<file path="config.mk">
export PLATFORM = sky130hd
export DESIGN_NAME = port_phy_control_status_regs
export DESIGN_NICKNAME = d
export VERILOG_FILES = /design/src/verilog/port_phy_regs_pkg.sv /design/src/verilog/port_phy_control_status_regs.sv
export SDC_FILE = /design/constraint.sdc
export NUM_CORES = 1
export LEC_CHECK = 0
export ABC_CLOCK_PERIOD_IN_PS = 3150
export CORE_MARGIN = 1
export CORE_UTILIZATION = 25
export CTS_CLUSTER_SIZE = 28
export DETAILED_ROUTE_END_ITERATION = 7
export DONT_BUFFER_PORTS = 1
export PLACE_DENSITY_LB_ADDON = 0.08
export SETUP_SLACK_MARGIN = 0.05
export SYNTH_ARGS = -nofsm -noshare
export SYNTH_HDL_FRONTEND = slang
export SYNTH_SLANG_ARGS = --single-unit
</file>
<file path="constraint.sdc">
create_clock -name mclk_in -period 3.15 [get_ports mclk_in]
set_input_delay 0 -clock mclk_in [delete_from_list [all_inputs] [get_ports mclk_in]]
set_output_delay 0 -clock mclk_in [all_outputs]
set_load 0.02 [all_outputs]
</file>
<file path="src/verilog/port_phy_regs_pkg.sv">
// constants, register map and carrier types for the port phy control bank
package port_phy_regs_pkg;

  localparam int NUM_PHY = 2;
  localparam int NUM_MAC = 4;
  localparam int ADDR_W = 10;

  // register indices; byte address is four times the index
  localparam logic [7:0] IDX_CTRL5 [NUM_PHY] = '{8'h2c, 8'h3c};
  localparam logic [7:0] IDX_CTRL6 [NUM_MAC] = '{8'h2d, 8'h3d, 8'h4d, 8'h5d};
  localparam logic [7:0] IDX_STAT1 [NUM_PHY] = '{8'h2e, 8'h3e};

  // autoneg / advertisement control fields
  localparam int C5_AN_DIS = 7;
  localparam int C5_SPEED = 6;
  localparam int C5_DUPLEX = 5;
  localparam int C5_ADV_MSB = 4;
  localparam logic [7:0] CTRL5_RST = 8'h5f;

  // misc phy control fields
  localparam int C6_LED_OFF = 7;
  localparam int C6_TX_DIS = 6;
  localparam int C6_RESTART = 5;
  localparam int C6_PWR_DN = 3;
  localparam int C6_MDIX_DIS = 2;
  localparam int C6_FORCE_MDI = 1;
  localparam int C6_MAC_LB = 0;
  localparam logic [7:0] CTRL6_RST = 8'h00;
  localparam logic [7:0] C6_PHY_MASK = 8'hcf;
  localparam logic [7:0] C6_MAC_MASK = 8'h01;

  // status fields
  localparam int ST_MDIX = 7;
  localparam int ST_AN_DONE = 6;
  localparam logic [7:0] STAT1_RST = 8'h00;

  localparam int MONITOR_PORT = 2;

  // advert[4] pause, [3] 100 fd, [2] 100 hd, [1] 10 fd, [0] 10 hd
  typedef struct packed {
    logic autoneg_en;
    logic speed_100;
    logic full_duplex;
    logic [4:0] advert;
    logic restart;
    logic power_down;
    logic auto_mdix_en;
    logic force_mdi;
    logic tx_disable;
  } phy_ctrl_t;

  typedef struct packed {
    logic crossover;
    logic an_done;
    logic an_fail;
    logic speed_100;
    logic full_duplex;
  } phy_stat_t;

endpackage : port_phy_regs_pkg
</file>
<file path="src/verilog/port_phy_control_status_regs.sv">
// per-port phy control/status register bank behind an apb slave
`timescale 1ns/1ns
`default_nettype none

module port_phy_control_status_regs
  import port_phy_regs_pkg::*;
(
  input wire logic mclk_in,
  input wire logic nrst_in,
  input wire logic psel_in,
  input wire logic penable_in,
  input wire logic pwrite_in,
  input wire logic [ADDR_W-1:0] paddr_in,
  input wire logic [31:0] pwdata_in,
  input wire logic [3:0] pstrb_in,
  output logic [31:0] prdata_out,
  output logic pready_out,
  output logic pslverr_out,
  input wire phy_stat_t [NUM_PHY-1:0] phy_stat_in,
  input wire logic [NUM_PHY-1:0] led0_raw_in,
  input wire logic [NUM_PHY-1:0] led1_raw_in,
  output phy_ctrl_t [NUM_PHY-1:0] phy_ctrl_out,
  output logic [NUM_PHY-1:0] port_speed_100_out,
  output logic [NUM_PHY-1:0] port_full_duplex_out,
  output logic [NUM_MAC-1:0] mac_loopback_out,
  output logic [NUM_PHY-1:0] port_indicator_0_out,
  output logic [NUM_PHY-1:0] port_indicator_1_out
);

  logic rst_meta_r;
  logic rst_n;

  always_ff @(posedge mclk_in or negedge nrst_in) begin
    if (!nrst_in) begin
      rst_meta_r <= 1'b0;
      rst_n <= 1'b0;
    end else begin
      rst_meta_r <= 1'b1;
      rst_n <= rst_meta_r;
    end
  end

  logic [NUM_PHY-1:0][7:0] ctrl5_r, ctrl5_nxt;
  logic [NUM_MAC-1:0][7:0] ctrl6_r, ctrl6_nxt;
  logic [NUM_PHY-1:0][7:0] stat1_r, stat1_nxt;
  logic [NUM_PHY-1:0][4:0] adv_r, adv_nxt;
  logic [NUM_PHY-1:0] restart_r, restart_nxt;
  logic pready_nxt, pslverr_nxt;
  logic [31:0] prdata_nxt;
  logic [7:0] idx;
  logic access, wr_en;
  logic [7:0] rd_data;
  logic hit;

  // one wait state keeps prdata and pready straight from flops
  assign idx = paddr_in[9:2];
  assign access = psel_in & penable_in & ~pready_out;
  assign wr_en = psel_in & penable_in & pready_out & pwrite_in & ~pslverr_out & pstrb_in[0];

  always_comb begin
    rd_data = 8'h00;
    hit = 1'b0;
    for (int p = 0; p < NUM_PHY; p++) begin
      if (idx == IDX_CTRL5[p]) begin
        rd_data = ctrl5_r[p];
        hit = 1'b1;
      end
      if (idx == IDX_STAT1[p]) begin
        rd_data = stat1_r[p];
        hit = 1'b1;
      end
    end
    for (int p = 0; p < NUM_MAC; p++) begin
      if (idx == IDX_CTRL6[p]) begin
        rd_data = ctrl6_r[p];
        hit = 1'b1;
      end
    end
    // restart lives in its own flop so the stored bit stays clear
    for (int p = 0; p < NUM_PHY; p++) begin
      if (idx == IDX_CTRL6[p]) begin
        rd_data[C6_RESTART] = restart_r[p];
      end
    end
    if (paddr_in[1:0] != 2'b00) begin
      hit = 1'b0;
    end
  end

  always_comb begin
    pready_nxt = access;
    pslverr_nxt = access & ~hit;
    prdata_nxt = 32'h0000_0000;
    if (access && hit && !pwrite_in) begin
      prdata_nxt = {24'h00_0000, rd_data};
    end
  end

  always_comb begin
    ctrl5_nxt = ctrl5_r;
    ctrl6_nxt = ctrl6_r;
    adv_nxt = adv_r;
    restart_nxt = '0;
    for (int p = 0; p < NUM_PHY; p++) begin
      stat1_nxt[p] = {phy_stat_in[p].crossover, phy_stat_in[p].an_done, 6'h00};
      // advertisement only moves when a negotiation is restarted
      if (restart_r[p]) begin
        adv_nxt[p] = ctrl5_r[p][C5_ADV_MSB:0];
      end
      if (wr_en && idx == IDX_CTRL5[p]) begin
        ctrl5_nxt[p] = pwdata_in[7:0];
      end
    end
    for (int p = 0; p < NUM_PHY; p++) begin
      if (wr_en && idx == IDX_CTRL6[p]) begin
        ctrl6_nxt[p] = pwdata_in[7:0] & C6_PHY_MASK;
        restart_nxt[p] = pwdata_in[C6_RESTART];
      end
    end
    for (int p = NUM_PHY; p < NUM_MAC; p++) begin
      if (wr_en && idx == IDX_CTRL6[p]) begin
        ctrl6_nxt[p] = pwdata_in[7:0] & C6_MAC_MASK;
      end
    end
  end

  always_ff @(posedge mclk_in or negedge rst_n) begin
    if (!rst_n) begin
      ctrl5_r <= {NUM_PHY{CTRL5_RST}};
      ctrl6_r <= {NUM_MAC{CTRL6_RST}};
      stat1_r <= {NUM_PHY{STAT1_RST}};
      adv_r <= {NUM_PHY{CTRL5_RST[C5_ADV_MSB:0]}};
      restart_r <= '0;
      pready_out <= 1'b0;
      pslverr_out <= 1'b0;
      prdata_out <= 32'h0000_0000;
    end else begin
      ctrl5_r <= ctrl5_nxt;
      ctrl6_r <= ctrl6_nxt;
      stat1_r <= stat1_nxt;
      adv_r <= adv_nxt;
      restart_r <= restart_nxt;
      pready_out <= pready_nxt;
      pslverr_out <= pslverr_nxt;
      prdata_out <= prdata_nxt;
    end
  end

  phy_ctrl_t [NUM_PHY-1:0] ctrl_o_nxt;
  logic [NUM_PHY-1:0] spd_nxt, dup_nxt, ind0_nxt, ind1_nxt;
  logic [NUM_MAC-1:0] lb_nxt;

  genvar g;
  generate
    for (g = 0; g < NUM_PHY; g++) begin : g_port
      always_comb begin
        ctrl_o_nxt[g].autoneg_en = ~ctrl5_r[g][C5_AN_DIS];
        ctrl_o_nxt[g].speed_100 = ctrl5_r[g][C5_SPEED];
        ctrl_o_nxt[g].full_duplex = ctrl5_r[g][C5_DUPLEX];
        ctrl_o_nxt[g].advert = adv_r[g];
        ctrl_o_nxt[g].restart = restart_r[g];
        ctrl_o_nxt[g].power_down = ctrl6_r[g][C6_PWR_DN];
        ctrl_o_nxt[g].auto_mdix_en = ~ctrl6_r[g][C6_MDIX_DIS];
        ctrl_o_nxt[g].force_mdi = ctrl6_r[g][C6_FORCE_MDI];
        ctrl_o_nxt[g].tx_disable = ctrl6_r[g][C6_TX_DIS];
        // forced speed only when autoneg is off; failed autoneg keeps detected speed
        spd_nxt[g] = ctrl5_r[g][C5_AN_DIS] ? ctrl5_r[g][C5_SPEED] :
                     phy_stat_in[g].speed_100;
        dup_nxt[g] = (ctrl5_r[g][C5_AN_DIS] | phy_stat_in[g].an_fail) ?
                     ctrl5_r[g][C5_DUPLEX] : phy_stat_in[g].full_duplex;
        ind0_nxt[g] = led0_raw_in[g] | ctrl6_r[g][C6_LED_OFF];
        ind1_nxt[g] = led1_raw_in[g] | ctrl6_r[g][C6_LED_OFF];
      end
    end
    for (g = 0; g < NUM_MAC; g++) begin : g_mac
      // loop path to the monitor port is steered by the switch fabric
      assign lb_nxt[g] = ctrl6_r[g][C6_MAC_LB];
    end
  endgenerate

  always_ff @(posedge mclk_in or negedge rst_n) begin
    if (!rst_n) begin
      phy_ctrl_out <= '0;
      port_speed_100_out <= '0;
      port_full_duplex_out <= '0;
      mac_loopback_out <= '0;
      port_indicator_0_out <= '1;
      port_indicator_1_out <= '1;
    end else begin
      phy_ctrl_out <= ctrl_o_nxt;
      port_speed_100_out <= spd_nxt;
      port_full_duplex_out <= dup_nxt;
      mac_loopback_out <= lb_nxt;
      port_indicator_0_out <= ind0_nxt;
      port_indicator_1_out <= ind1_nxt;
    end
  end

  a_forced_speed_sel: assert property (@(posedge mclk_in) disable iff (!rst_n)
    ctrl5_r[0][C5_AN_DIS] |=> port_speed_100_out[0] == $past(ctrl5_r[0][C5_SPEED]))
    else $error("forced speed not applied");

  a_forced_duplex_sel: assert property (@(posedge mclk_in) disable iff (!rst_n)
    (ctrl5_r[0][C5_AN_DIS] || phy_stat_in[0].an_fail)
      |=> port_full_duplex_out[0] == $past(ctrl5_r[0][C5_DUPLEX]))
    else $error("forced duplex not applied");

  a_restart_self_clear: assert property (@(posedge mclk_in) disable iff (!rst_n)
    (wr_en && idx == IDX_CTRL6[0] && pwdata_in[C6_RESTART])
      |=> restart_r[0] ##1 (!restart_r[0] && phy_ctrl_out[0].restart) ##1 !phy_ctrl_out[0].restart)
    else $error("restart pulse wrong");

  a_advert_on_restart: assert property (@(posedge mclk_in) disable iff (!rst_n)
    restart_r[0] |=> ##1 phy_ctrl_out[0].advert == $past(ctrl5_r[0][C5_ADV_MSB:0], 2))
    else $error("advertisement not loaded at restart");

  a_advert_held: assert property (@(posedge mclk_in) disable iff (!rst_n)
    !restart_r[0] |=> $stable(adv_r[0]))
    else $error("advertisement changed without restart");

  a_led_blank_high: assert property (@(posedge mclk_in) disable iff (!rst_n)
    ctrl6_r[0][C6_LED_OFF] |=> (port_indicator_0_out[0] && port_indicator_1_out[0]))
    else $error("leds not blanked");

  a_power_down_follow: assert property (@(posedge mclk_in) disable iff (!rst_n)
    $rose(ctrl6_r[0][C6_PWR_DN]) |=> phy_ctrl_out[0].power_down)
    else $error("power-down not applied");

  a_mdix_force: assert property (@(posedge mclk_in) disable iff (!rst_n)
    ctrl6_r[0][C6_MDIX_DIS]
      |=> (!phy_ctrl_out[0].auto_mdix_en
           && phy_ctrl_out[0].force_mdi == $past(ctrl6_r[0][C6_FORCE_MDI])))
    else $error("crossover control wrong");

  a_loopback_ports: assert property (@(posedge mclk_in) disable iff (!rst_n)
    1'b1 |=> mac_loopback_out[3] == $past(ctrl6_r[3][C6_MAC_LB]))
    else $error("loopback bit not driven");

  a_status_read: assert property (@(posedge mclk_in) disable iff (!rst_n)
    (access && !pwrite_in && idx == IDX_STAT1[0] && paddr_in[1:0] == 2'b00)
      |=> (pready_out && prdata_out[7:6] == $past(stat1_r[0][7:6])))
    else $error("status read wrong");

  a_apb_one_wait: assert property (@(posedge mclk_in) disable iff (!rst_n)
    access |=> pready_out ##1 !pready_out)
    else $error("apb answer timing wrong");

  a_forced_speed_p2: assert property (@(posedge mclk_in) disable iff (!rst_n)
    ctrl5_r[1][C5_AN_DIS] |=> port_speed_100_out[1] == $past(ctrl5_r[1][C5_SPEED]))
    else $error("forced speed not applied on second port");

  a_autoneg_speed: assert property (@(posedge mclk_in) disable iff (!rst_n)
    !ctrl5_r[0][C5_AN_DIS]
      |=> port_speed_100_out[0] == $past(phy_stat_in[0].speed_100))
    else $error("negotiated speed not passed through");

  a_negotiated_duplex: assert property (@(posedge mclk_in) disable iff (!rst_n)
    (!ctrl5_r[0][C5_AN_DIS] && !phy_stat_in[0].an_fail)
      |=> port_full_duplex_out[0] == $past(phy_stat_in[0].full_duplex))
    else $error("negotiated duplex not passed through");

  a_advert_restart_p2: assert property (@(posedge mclk_in) disable iff (!rst_n)
    restart_r[1] |=> ##1 phy_ctrl_out[1].advert == $past(ctrl5_r[1][C5_ADV_MSB:0], 2))
    else $error("advertisement not loaded at restart on second port");

  a_loopback_bits: assert property (@(posedge mclk_in) disable iff (!rst_n)
    1'b1 |=> (mac_loopback_out[0] == $past(ctrl6_r[0][C6_MAC_LB])
              && mac_loopback_out[2] == $past(ctrl6_r[2][C6_MAC_LB])))
    else $error("loopback bits not driven");

  a_led_follow_raw: assert property (@(posedge mclk_in) disable iff (!rst_n)
    !ctrl6_r[1][C6_LED_OFF]
      |=> (port_indicator_0_out[1] == $past(led0_raw_in[1])
           && port_indicator_1_out[1] == $past(led1_raw_in[1])))
    else $error("leds not following raw levels");

  a_status_sample: assert property (@(posedge mclk_in) disable iff (!rst_n)
    1'b1 |=> stat1_r[1][ST_MDIX:ST_AN_DONE]
      == $past({phy_stat_in[1].crossover, phy_stat_in[1].an_done}))
    else $error("status not sampled");

  a_restart_no_spur: assert property (@(posedge mclk_in) disable iff (!rst_n)
    !restart_r[1] |=> !phy_ctrl_out[1].restart)
    else $error("restart pulse without request");

  a_power_down_p2: assert property (@(posedge mclk_in) disable iff (!rst_n)
    1'b1 |=> phy_ctrl_out[1].power_down == $past(ctrl6_r[1][C6_PWR_DN]))
    else $error("power-down not applied on second port");

endmodule : port_phy_control_status_regs

`default_nettype wire

</file>
==> out/qor.json, run 1 <==
{
  "run_status": {
    "status": "finished clean"
  },
  "power": {
    "sw_share_pct": 22.39,
    "power.share.combinational_pct": 4.3,
    "cell_internal_pwr_w": 0.002039,
    "power.static_leakage_nw": 2.121,
    "worst_ir_drop_vdd_mv": 0.2354,
    "clockPowerShare_pct": 47.0,
    "seqPwrFrac_pct": 48.8,
    "power.density_mw_per_mm2": 572.3,
    "p_sw_w": 0.0005883
  },
  "route": {
    "drt-wirelength-per-cell_um": 18.47,
    "postRouteAntennaNets": 0,
    "detailroute.via_count": 2078,
    "drtIter0Drc": 74,
    "drt_drc_violations_left": 0,
    "postRouteWirelength_um": 8960,
    "drt-pass1-iter-count": 4,
    "vias_per_cell": 4.285
  },
  "sta": {
    "setup_tns_ps": 0,
    "final-setup-viol-count": 0,
    "rsz0062_at_grt": "no",
    "finClkSkew_ps": 10.58,
    "slew_headroom_pct": 32.46,
    "finalWorstPathRequiredPeriod_ps": 2258,
    "drv_slew": 0,
    "finalCritPeriodShare_pct": 71.69,
    "timing.fmax_ghz": 0.4428,
    "finalHoldViolCount": 0,
    "worstMarginPinSlew_ps": 1013
  },
  "cells_and_area": {
    "flow.area_growth_from_synthesis_pct": 19.51,
    "antennaDiodeCount": 0,
    "nets": 361,
    "fillerInstances": 1518,
    "drive_above_1_share_pct": 34.22,
    "final_design_area_no_fill_sq_mm": 0.004591
  },
  "critical_path": {
    "critical_path_slowest_stage_cell": "dfrtp_1",
    "critical_path.endpoint_type": "register",
    "critPathBufInv": 0,
    "worstPathCellList": "nand4b_1 -> nor3_4 -> nand4_2 -> mux2_2",
    "timing.critical_path.max_delay_family": "simple AND/OR/NAND/NOR gates",
    "endpoint": "ctrl6_r[0]$_DFFE_PN0P_",
    "worst_setup_path_start_kind": "register",
    "crit_start": "pready_out$_DFF_PN0_",
    "cpPeakStageDelay_ps": 560,
    "reg2reg_slack_ps": 890,
    "reg2reg_from": "pready_out$_DFF_PN0_",
    "critical_path_cell_count": 4,
    "critical_path_peak_fanout": 7,
    "r2r_cells": 4,
    "timing.critical_path.required_ps": 3390,
    "setup.worst_path.class": "register to register",
    "worst-endpoint-arrival_ps": 2490,
    "r2r_end": "ctrl6_r[0]$_DFFE_PN0P_"
  },
  "cts": {
    "cts_root_buffer": "clkbuf_16",
    "clock_path_buffers": 2,
    "tritoncts": "done",
    "cts_num_sinks": 96,
    "htreeDepth": 3,
    "clkLatencyLatePin_ps": 360,
    "cts.reportedPaths.clkPinSlew_ps": 70,
    "cts_buffers": 9
  },
  "floorplanning": {
    "core.rowCount": 44,
    "core_region_area_sq_mm": 0.01475,
    "floorplan.die_area_sq_mm": 0.01586,
    "dieHeight_um": 126.0,
    "floorplan.initialDensity_pct": 26.03,
    "die_w_um": 126.0,
    "ioPinCount": 137
  },
  "place": {
    "numPortBuffers": 0,
    "place.detailed.hpwl_um": 5755,
    "place_area_sq_mm": 0.003941,
    "gp_congestion": 0.6593
  },
  "logic_synthesis": {
    "synth.distinct_cells": 42,
    "synth_enable_flop_cells": 0,
    "syn-instance-count": 262,
    "asyncSetResetFlopFracSynth_pct": 100.0,
    "synth_seq_cells": 96,
    "syn_area_sq_mm": 0.003841,
    "synth_sequential_area_ratio_pct": 63.39,
    "synth_area_per_cell_sq_um": 14.66,
    "synth_warnings": 0,
    "synthFlopType": "dfrtp_1"
  },
  "global_route": {
    "grt_antenna_before_repair": 0,
    "globalRouteTotalUtil_pct": 12.40,
    "grt_overflow": 0,
    "largest_net_degree_at_the_start_of_global_routing": 78,
    "first_global_vias": 2267,
    "grt_pass1_wl_um": 13930
  },
  "hold_path": {
    "worst_hold_path_type": "primary input to register"
  },
  "flow_run": {
    "max-cap-violations": 0
  }
}
-- sequential cells by signal, summed over array words and instances, names as in the netlist, 2 cells and up --
signal	cells
mac_loopback_out	4
port_indicator_0_out	2
ctrl5_r	16
restart_r	2
prdata_out	8
ctrl6_r	14
stat1_r	4
adv_r	10
port_full_duplex_out	2
port_indicator_1_out	2
port_speed_100_out	2
phy_ctrl_out	26
-- through the flow --
step	power (W)	setup slack [ps]	std cells	util, %	hold WS [ps]
4_1_cts	0.002669	843.5	485	31.11	1.784
5_1_grt	0.002736	781.0	485	31.11	26.77
6_report	0.002627	891.8	485	31.11	9.402
2_1_floorplan	0.001389	323.4	285	-	-295.6
3_5_place_dp	0.001376	866.1	438	26.71	-295.5
3_3_place_gp	0.001375	854.1	438	26.71	-295.5
-- final cells by class --
class / count / area (sq um) / area share, %
Sequential cell: 96 / 2439 / 53.12
Clock buffer: 11 / 252.7 / 5.506
Clock inverter: 5 / 86.33 / 1.881
Multi-Input combinational cell: 150 / 1235 / 26.90
Tap cell: 184 / 230.2 / 5.015
Timing Repair Buffer: 33 / 325.3 / 7.086
Inverter: 6 / 22.52 / 0.4906
-- cell usage after synthesis, types with 2 or more instances --
| cell | number | area, sq um |
|---|---|---|
| a211oi_1 | 2 | 15.01 |
| a21oi_1 | 2 | 10.01 |
| buf_2 | 2 | 10.01 |
| buf_4 | 25 | 187.7 |
| buf_6 | 2 | 22.52 |
| clkbuf_1 | 4 | 15.01 |
| conb_1 | 2 | 7.510 |
| dfrtp_1 | 70 | 1752 |
| dfstp_2 | 26 | 683.2 |
| inv_1 | 6 | 22.52 |
| mux2_2 | 37 | 416.7 |
| mux2_4 | 8 | 120.1 |
| mux2i_1 | 8 | 80.08 |
| mux4_1 | 2 | 52.55 |
| nand2_1 | 3 | 11.26 |
| nand2b_4 | 2 | 27.53 |
| nand3b_1 | 2 | 15.01 |
| nor2_1 | 16 | 60.06 |
| nor3_1 | 2 | 10.01 |
| nor3_4 | 2 | 32.53 |
| nor4_1 | 3 | 18.77 |
| o211a_1 | 2 | 20.02 |
| o21ai_0 | 10 | 50.05 |
| or2_2 | 4 | 25.02 |
| or3_1 | 3 | 18.77 |
-- repair_timing --
item | CTS | global route
hold buffers | 31 | 0
resized for setup | 0 | 0
endpoints found under the hold margin | 55 | 0
setup buffers | 0 | 0
-- power by group through the flow --
stage | logic (W) | clock network (W) | registers, W
floorplan | 0.0000899 | 0 | 0.00130
global placement | 0.0000693 | 0 | 0.00131
detailed placement | 0.0000699 | 0 | 0.00131
CTS | 0.000112 | 0.00127 | 0.00128
global route | 0.000121 | 0.00133 | 0.00129
finish | 0.000112 | 0.00123 | 0.00128
-- cell usage in the layout (no fill, tap or decap), types with 2 or more instances in the layout --
| cell | synthesis | routed |
|---|---|---|
| nand2_1 | 3 | 3 |
| nor4_1 | 3 | 3 |
| nand2b_4 | 2 | 2 |
| nand3b_1 | 2 | 2 |
| clkbuf_16 | 0 | 9 |
| mux2_4 | 8 | 8 |
| o21ai_0 | 10 | 10 |
| conb_1 | 2 | 25 |
| a211oi_1 | 2 | 2 |
| a21oi_1 | 2 | 2 |
| nor3_1 | 2 | 2 |
| inv_1 | 6 | 6 |
| buf_4 | 25 | 2 |
| mux4_1 | 2 | 2 |
| clkbuf_8 | 0 | 2 |
| or3_1 | 3 | 3 |
| mux2i_1 | 8 | 8 |
| dfrtp_1 | 70 | 69 |
| o211a_1 | 2 | 2 |
| nor3_4 | 2 | 2 |
| nor2_1 | 16 | 16 |
| clkinv_4 | 0 | 2 |
| or2_2 | 4 | 4 |
| mux2_2 | 37 | 37 |
| bufinv_16 | 0 | 2 |
| dlygate4sd3_1 | 0 | 31 |
| dfstp_2 | 26 | 26 |
-- worst register-to-register path, delay by kind of cell (launching register included) --
| family | cells | cell delay, ps |
|---|---|---|
| AND/OR/NAND/NOR | 3 | 1170 |
| flip-flops | 1 | 560 |
| multiplexers | 1 | 420 |
-- logic make-up after synthesis --
family | synth area share, %
muxes | 17.43
and+or+nand+nor | 8.925
other | 0.1955
DFF | 63.39
AOI/OAI and AO/OA | 3.355
buffers and inverters | 6.710
-- worst min path at each step --
stage / start / end / slack (ps) / cells after the start
finish: paddr_in[3] / prdata_out[7]$_DFF_PN0_ / 9 / 3
global route: paddr_in[3] / prdata_out[7]$_DFF_PN0_ / 30 / 3
CTS: paddr_in[2] / pslverr_out$_DFF_PN0_ / 2 / 2
detailed placement: nrst_in / rst_meta_r$_DFF_PN0_ / -300 / 0
global placement: nrst_in / rst_meta_r$_DFF_PN0_ / -300 / 0
floorplan: nrst_in / rst_meta_r$_DFF_PN0_ / -300 / 0
-- layer usage --
layer | global-route usage, % | wire [um] | up-vias
met5 | 0 | 0 | -
met4 | 7.300 | 255 | 0
met2 | 18.36 | 4062 | 76
met1 | 16.20 | 4195 | 1055
li1 | - | - | 933
met3 | 3.441 | 446 | 14
(Power assumes the default switching activity.)
==> inputs of run 2 (changes only) <==
--- a/config.mk
+++ b/config.mk
@@ -5,7 +5,7 @@
 export SDC_FILE = /design/constraint.sdc
 export NUM_CORES = 1
 export LEC_CHECK = 0
-export ABC_CLOCK_PERIOD_IN_PS = 3150
+export ABC_CLOCK_PERIOD_IN_PS = 2300
 export CORE_MARGIN = 1
 export CORE_UTILIZATION = 25
 export CTS_CLUSTER_SIZE = 28
==> constraint.sdc (replaced) <==
create_clock -name mclk_in -period 2.3 [get_ports mclk_in]
set_input_delay 0 -clock mclk_in [delete_from_list [all_inputs] [get_ports mclk_in]]
set_output_delay 0 -clock mclk_in [all_outputs]
set_load 0.02 [all_outputs]
==> run 2 against run 1 <==
Compared with the run above:
- non-clock buffer count grew 8
- utilization grew 0.085 points
- critical path type unchanged
- clock power is 19% higher
- via count is 3.3% higher
- largest cell class unchanged
==> out/qor.json, run 2 (synthesized netlist as in run 1, its figures left out) <==
{
  "critical_path": {
    "timing.critical_path.required": {"value": 2540, "unit": "ps", "change": "was 3390 ps"},
    "worst_setup_path_start_kind": {"value": "register", "change": "unchanged"},
    "worst-endpoint-arrival": {"value": 2240, "unit": "ps", "change": "was 2490 ps"},
    "setup.worst_path.class": {"value": "register to register", "change": "unchanged"},
    "r2r_cells": {"value": 4, "change": "unchanged"},
    "critical_path.endpoint_type": {"value": "register", "change": "unchanged"},
    "critical_path_peak_fanout": {"value": 8, "change": "was 7"}
  },
  "global_route": {
    "grt_antenna_before_repair": {"value": 0, "change": "unchanged"},
    "grt_pass1_wl": {"value": 14450, "unit": "um", "change": "was 13,930 um"},
    "grt_overflow": {"value": 0, "change": "unchanged"},
    "largest_net_degree_at_the_start_of_global_routing": {"value": 44, "change": "was 78"},
    "first_global_vias": {"value": 2310, "change": "was 2,267"},
    "globalRouteTotalUtil": {"value": 12.71, "unit": "%", "change": "was 12.40%"}
  },
  "power": {
    "worst_ir_drop_vdd": {"value": 0.3662, "unit": "mV", "change": "was 0.2354 mV"},
    "power.density": {"value": 733.5, "unit": "mW/mm^2", "change": "was 572.3 mW/mm^2"},
    "power.static_leakage": {"value": 2.131, "unit": "nW", "change": "was 2.121 nW"}
  },
  "place": {
    "numPortBuffers": {"value": 0, "change": "unchanged"},
    "place.detailed.hpwl": {"value": 5966, "unit": "um", "change": "was 5755 um"},
    "place_area": {"value": 0.004021, "unit": "sq mm", "change": "was 0.003941 sq mm"},
    "gp_congestion": {"value": 0.6693, "change": "was 0.6593"},
    "numPlacedInstances": {"value": 447, "change": "was 438"}
  },
  "sta": {
    "finalWorstPathRequiredPeriod": {"value": 2002, "unit": "ps", "change": "was 2258 ps"},
    "rsz0062_at_grt": {"value": "no", "change": "unchanged"},
    "drv_slew": {"value": 0, "change": "unchanged"},
    "final-setup-viol-count": {"value": 0, "change": "unchanged"},
    "slew_headroom": {"value": 57.04, "unit": "%", "change": "was 32.46%"},
    "setup_tns": {"value": 0, "unit": "ps", "change": "unchanged"},
    "worstMarginPinSlew": {"value": 642.2, "unit": "ps", "change": "was 1013 ps"},
    "finalCritPeriodShare": {"value": 87.03, "unit": "%", "change": "was 71.69%"},
    "finClkSkew": {"value": 9.049, "unit": "ps", "change": "was 10.58 ps"},
    "timing.fmax": {"value": 0.4996, "unit": "GHz", "change": "was 0.4428 GHz"},
    "finalHoldViolCount": {"value": 0, "change": "unchanged"}
  },
  "hold_path": {
    "hold-path-cell-count": {"value": 3, "change": "unchanged"},
    "worst_hold_path_type": {"value": "primary input to register", "change": "unchanged"}
  },
  "route": {
    "drt-pass1-iter-count": {"value": 4, "change": "unchanged"},
    "drt-wirelength-per-cell": {"value": 18.70, "unit": "um", "change": "was 18.47 um"},
    "postRouteAntennaNets": {"value": 0, "change": "unchanged"},
    "vias_per_cell": {"value": 4.353, "change": "was 4.285"},
    "drt_drc_violations_left": {"value": 0, "change": "unchanged"},
    "drtIter0Drc": {"value": 83, "change": "was 74"},
    "detailroute.via_count": {"value": 2146, "change": "was 2,078"},
    "postRouteWirelength": {"value": 9219, "unit": "um", "change": "was 8960 um"}
  },
  "cells_and_area": {
    "largest_register": {"value": "phy_ctrl_out", "change": "unchanged"},
    "nets": {"value": 369, "change": "was 361"},
    "final_cell_count_no_fill": {"value": 493, "change": "was 485"},
    "mostFrequentLayoutCells": {"value": "dfrtp_1, mux2_2, dlygate4sd3_1", "change": "unchanged"},
    "drive_above_1_share": {"value": 35.92, "unit": "%", "change": "was 34.22%"},
    "flow.area_growth_from_synthesis": {"value": 19.84, "unit": "%", "change": "was 19.51%"},
    "layout_commonest_cell": {"value": "dfrtp_1", "change": "unchanged"},
    "final_design_area_no_fill": {"value": 0.004603, "unit": "sq mm", "change": "was 0.004591 sq mm"},
    "largest_register_ff_count": {"value": 26, "change": "unchanged"},
    "antennaDiodeCount": {"value": 0, "change": "unchanged"},
    "biggestRegsByFlops": {"value": "phy_ctrl_out: 26 flops, ctrl5_r: 16 flops, ctrl6_r: 14 flops", "change": "unchanged"}
  },
  "cts": {
    "cts_num_sinks": {"value": 96, "change": "unchanged"},
    "tritoncts": {"value": "done", "change": "unchanged"},
    "clkLatencyLatePin": {"value": 350, "unit": "ps", "change": "was 360 ps"},
    "htreeDepth": {"value": 3, "change": "unchanged"},
    "cts_root_buffer": {"value": "clkbuf_16", "change": "unchanged"},
    "cts.reportedPaths.clkPinSlew": {"value": 70, "unit": "ps", "change": "about the same"},
    "post_cts_setup_buffer_count": {"value": 0, "change": "unchanged"},
    "clock_path_buffers": {"value": 2, "change": "unchanged"},
    "cts_buffers": {"value": 9, "change": "unchanged"}
  },
  "floorplanning": {
    "floorplan.initialDensity": {"value": 26.03, "unit": "%", "change": "unchanged"},
    "ioPinCount": {"value": 137, "change": "unchanged"},
    "die_w": {"value": 126.0, "unit": "um", "change": "unchanged"},
    "core_region_area": {"value": 0.01475, "unit": "sq mm", "change": "unchanged"},
    "dieHeight": {"value": 126.0, "unit": "um", "change": "unchanged"},
    "core.rowCount": {"value": 44, "change": "unchanged"},
    "floorplan.die_area": {"value": 0.01586, "unit": "sq mm", "change": "unchanged"}
  },
  "flow_run": {
    "max-cap-violations": {"value": 0, "change": "unchanged"}
  },
  "run_status": {
    "status": {"value": "finished clean", "change": "unchanged"}
  }
}
-- run 2: changes by cell type in the layout (fill, tap and decap cells not counted), sizes merged --
cell / previous run / this run
bufinv: 2 / 0
clkinv: 2 / 1
inv: 7 / 9
dlygate4sd3: 31 / 30
clkbuf: 11 / 10
clkinvlp: 0 / 2
buf: 2 / 11
-- run 2: worst paths after layout --
kind | endpoint | startpoint | slack, ps
setup / recovery | ctrl5_r[13]$_DFFE_PN0P_ | pslverr_out$_DFF_PN0_ | 300
hold / removal | prdata_out[6]$_DFF_PN0_ | pwrite_in | 4
setup reg to reg | ctrl5_r[13]$_DFFE_PN0P_ | pslverr_out$_DFF_PN0_ | 300
hold reg to reg | phy_ctrl_out[14]$_DFF_PN0_ | rst_n$_DFF_PN0_ | 360
max in group asynchronous | ctrl5_r[0]$_DFFE_PN1P_ | rst_n$_DFF_PN0_ | 1230
min in group asynchronous | phy_ctrl_out[14]$_DFF_PN0_ | rst_n$_DFF_PN0_ | 360
-- run 2: layer usage --
layer	up-vias	share of wire [%]	track usage, %
met3	17	4.6	3.526
met5	-	0	0
met4	0	2.6	6.237
li1	942	-	-
met1	1109	47	16.87
met2	78	46	19.04
-- run 2: timing repair --
action	4_1_cts	5_1_grt
resized for setup	0	0
hold buffers	30	0
setup endpoints to repair	0	0
hold endpoints to repair	55	0
-- run 2: cell type report --
| type | count | area, sq um |
|---|---|---|
| clock buffers | 10 | 229.0 |
| clock inverters | 6 | 52.55 |
| fillers | 1498 | 10150 |
| inverters | 6 | 22.52 |
| multi-input cells | 150 | 1235 |
| flip-flops and latches | 96 | 2439 |
| well taps | 184 | 230.2 |
| repair buffers | 41 | 395.4 |
-- run 2: report_power, final --
part	leakage (nW)	switching, W	internal (W)
sequential	1.20	0.0000316	0.00171
clock	0.132	0.000709	0.000752
combinational	0.797	0.000106	0.0000689
-- run 2: metrics by stage --
| stage | worst slack (ps) | total power (W) | hold slack (ps) | utilization (%) |
|---|---|---|---|---|
| 4_1_cts | 259.4 | 0.003434 | 2.029 | 31.20 |
| 6_report | 298.2 | 0.003376 | 4.034 | 31.20 |
| 2_1_floorplan | 443.5 | 0.001903 | -295.6 | - |
| 5_1_grt | 215.4 | 0.003532 | 22.02 | 31.20 |
| 3_3_place_gp | 288.2 | 0.001892 | -295.5 | 27.26 |
| 3_5_place_dp | 280.2 | 0.001893 | -295.6 | 27.26 |
-- run 2: worst max-delay path, cell delays in order (launching register included) --
cell	delay [ps]
dfrtp_1	380
nand4b_1	350
or3_1	470
nor2_4	310
mux2_2	370
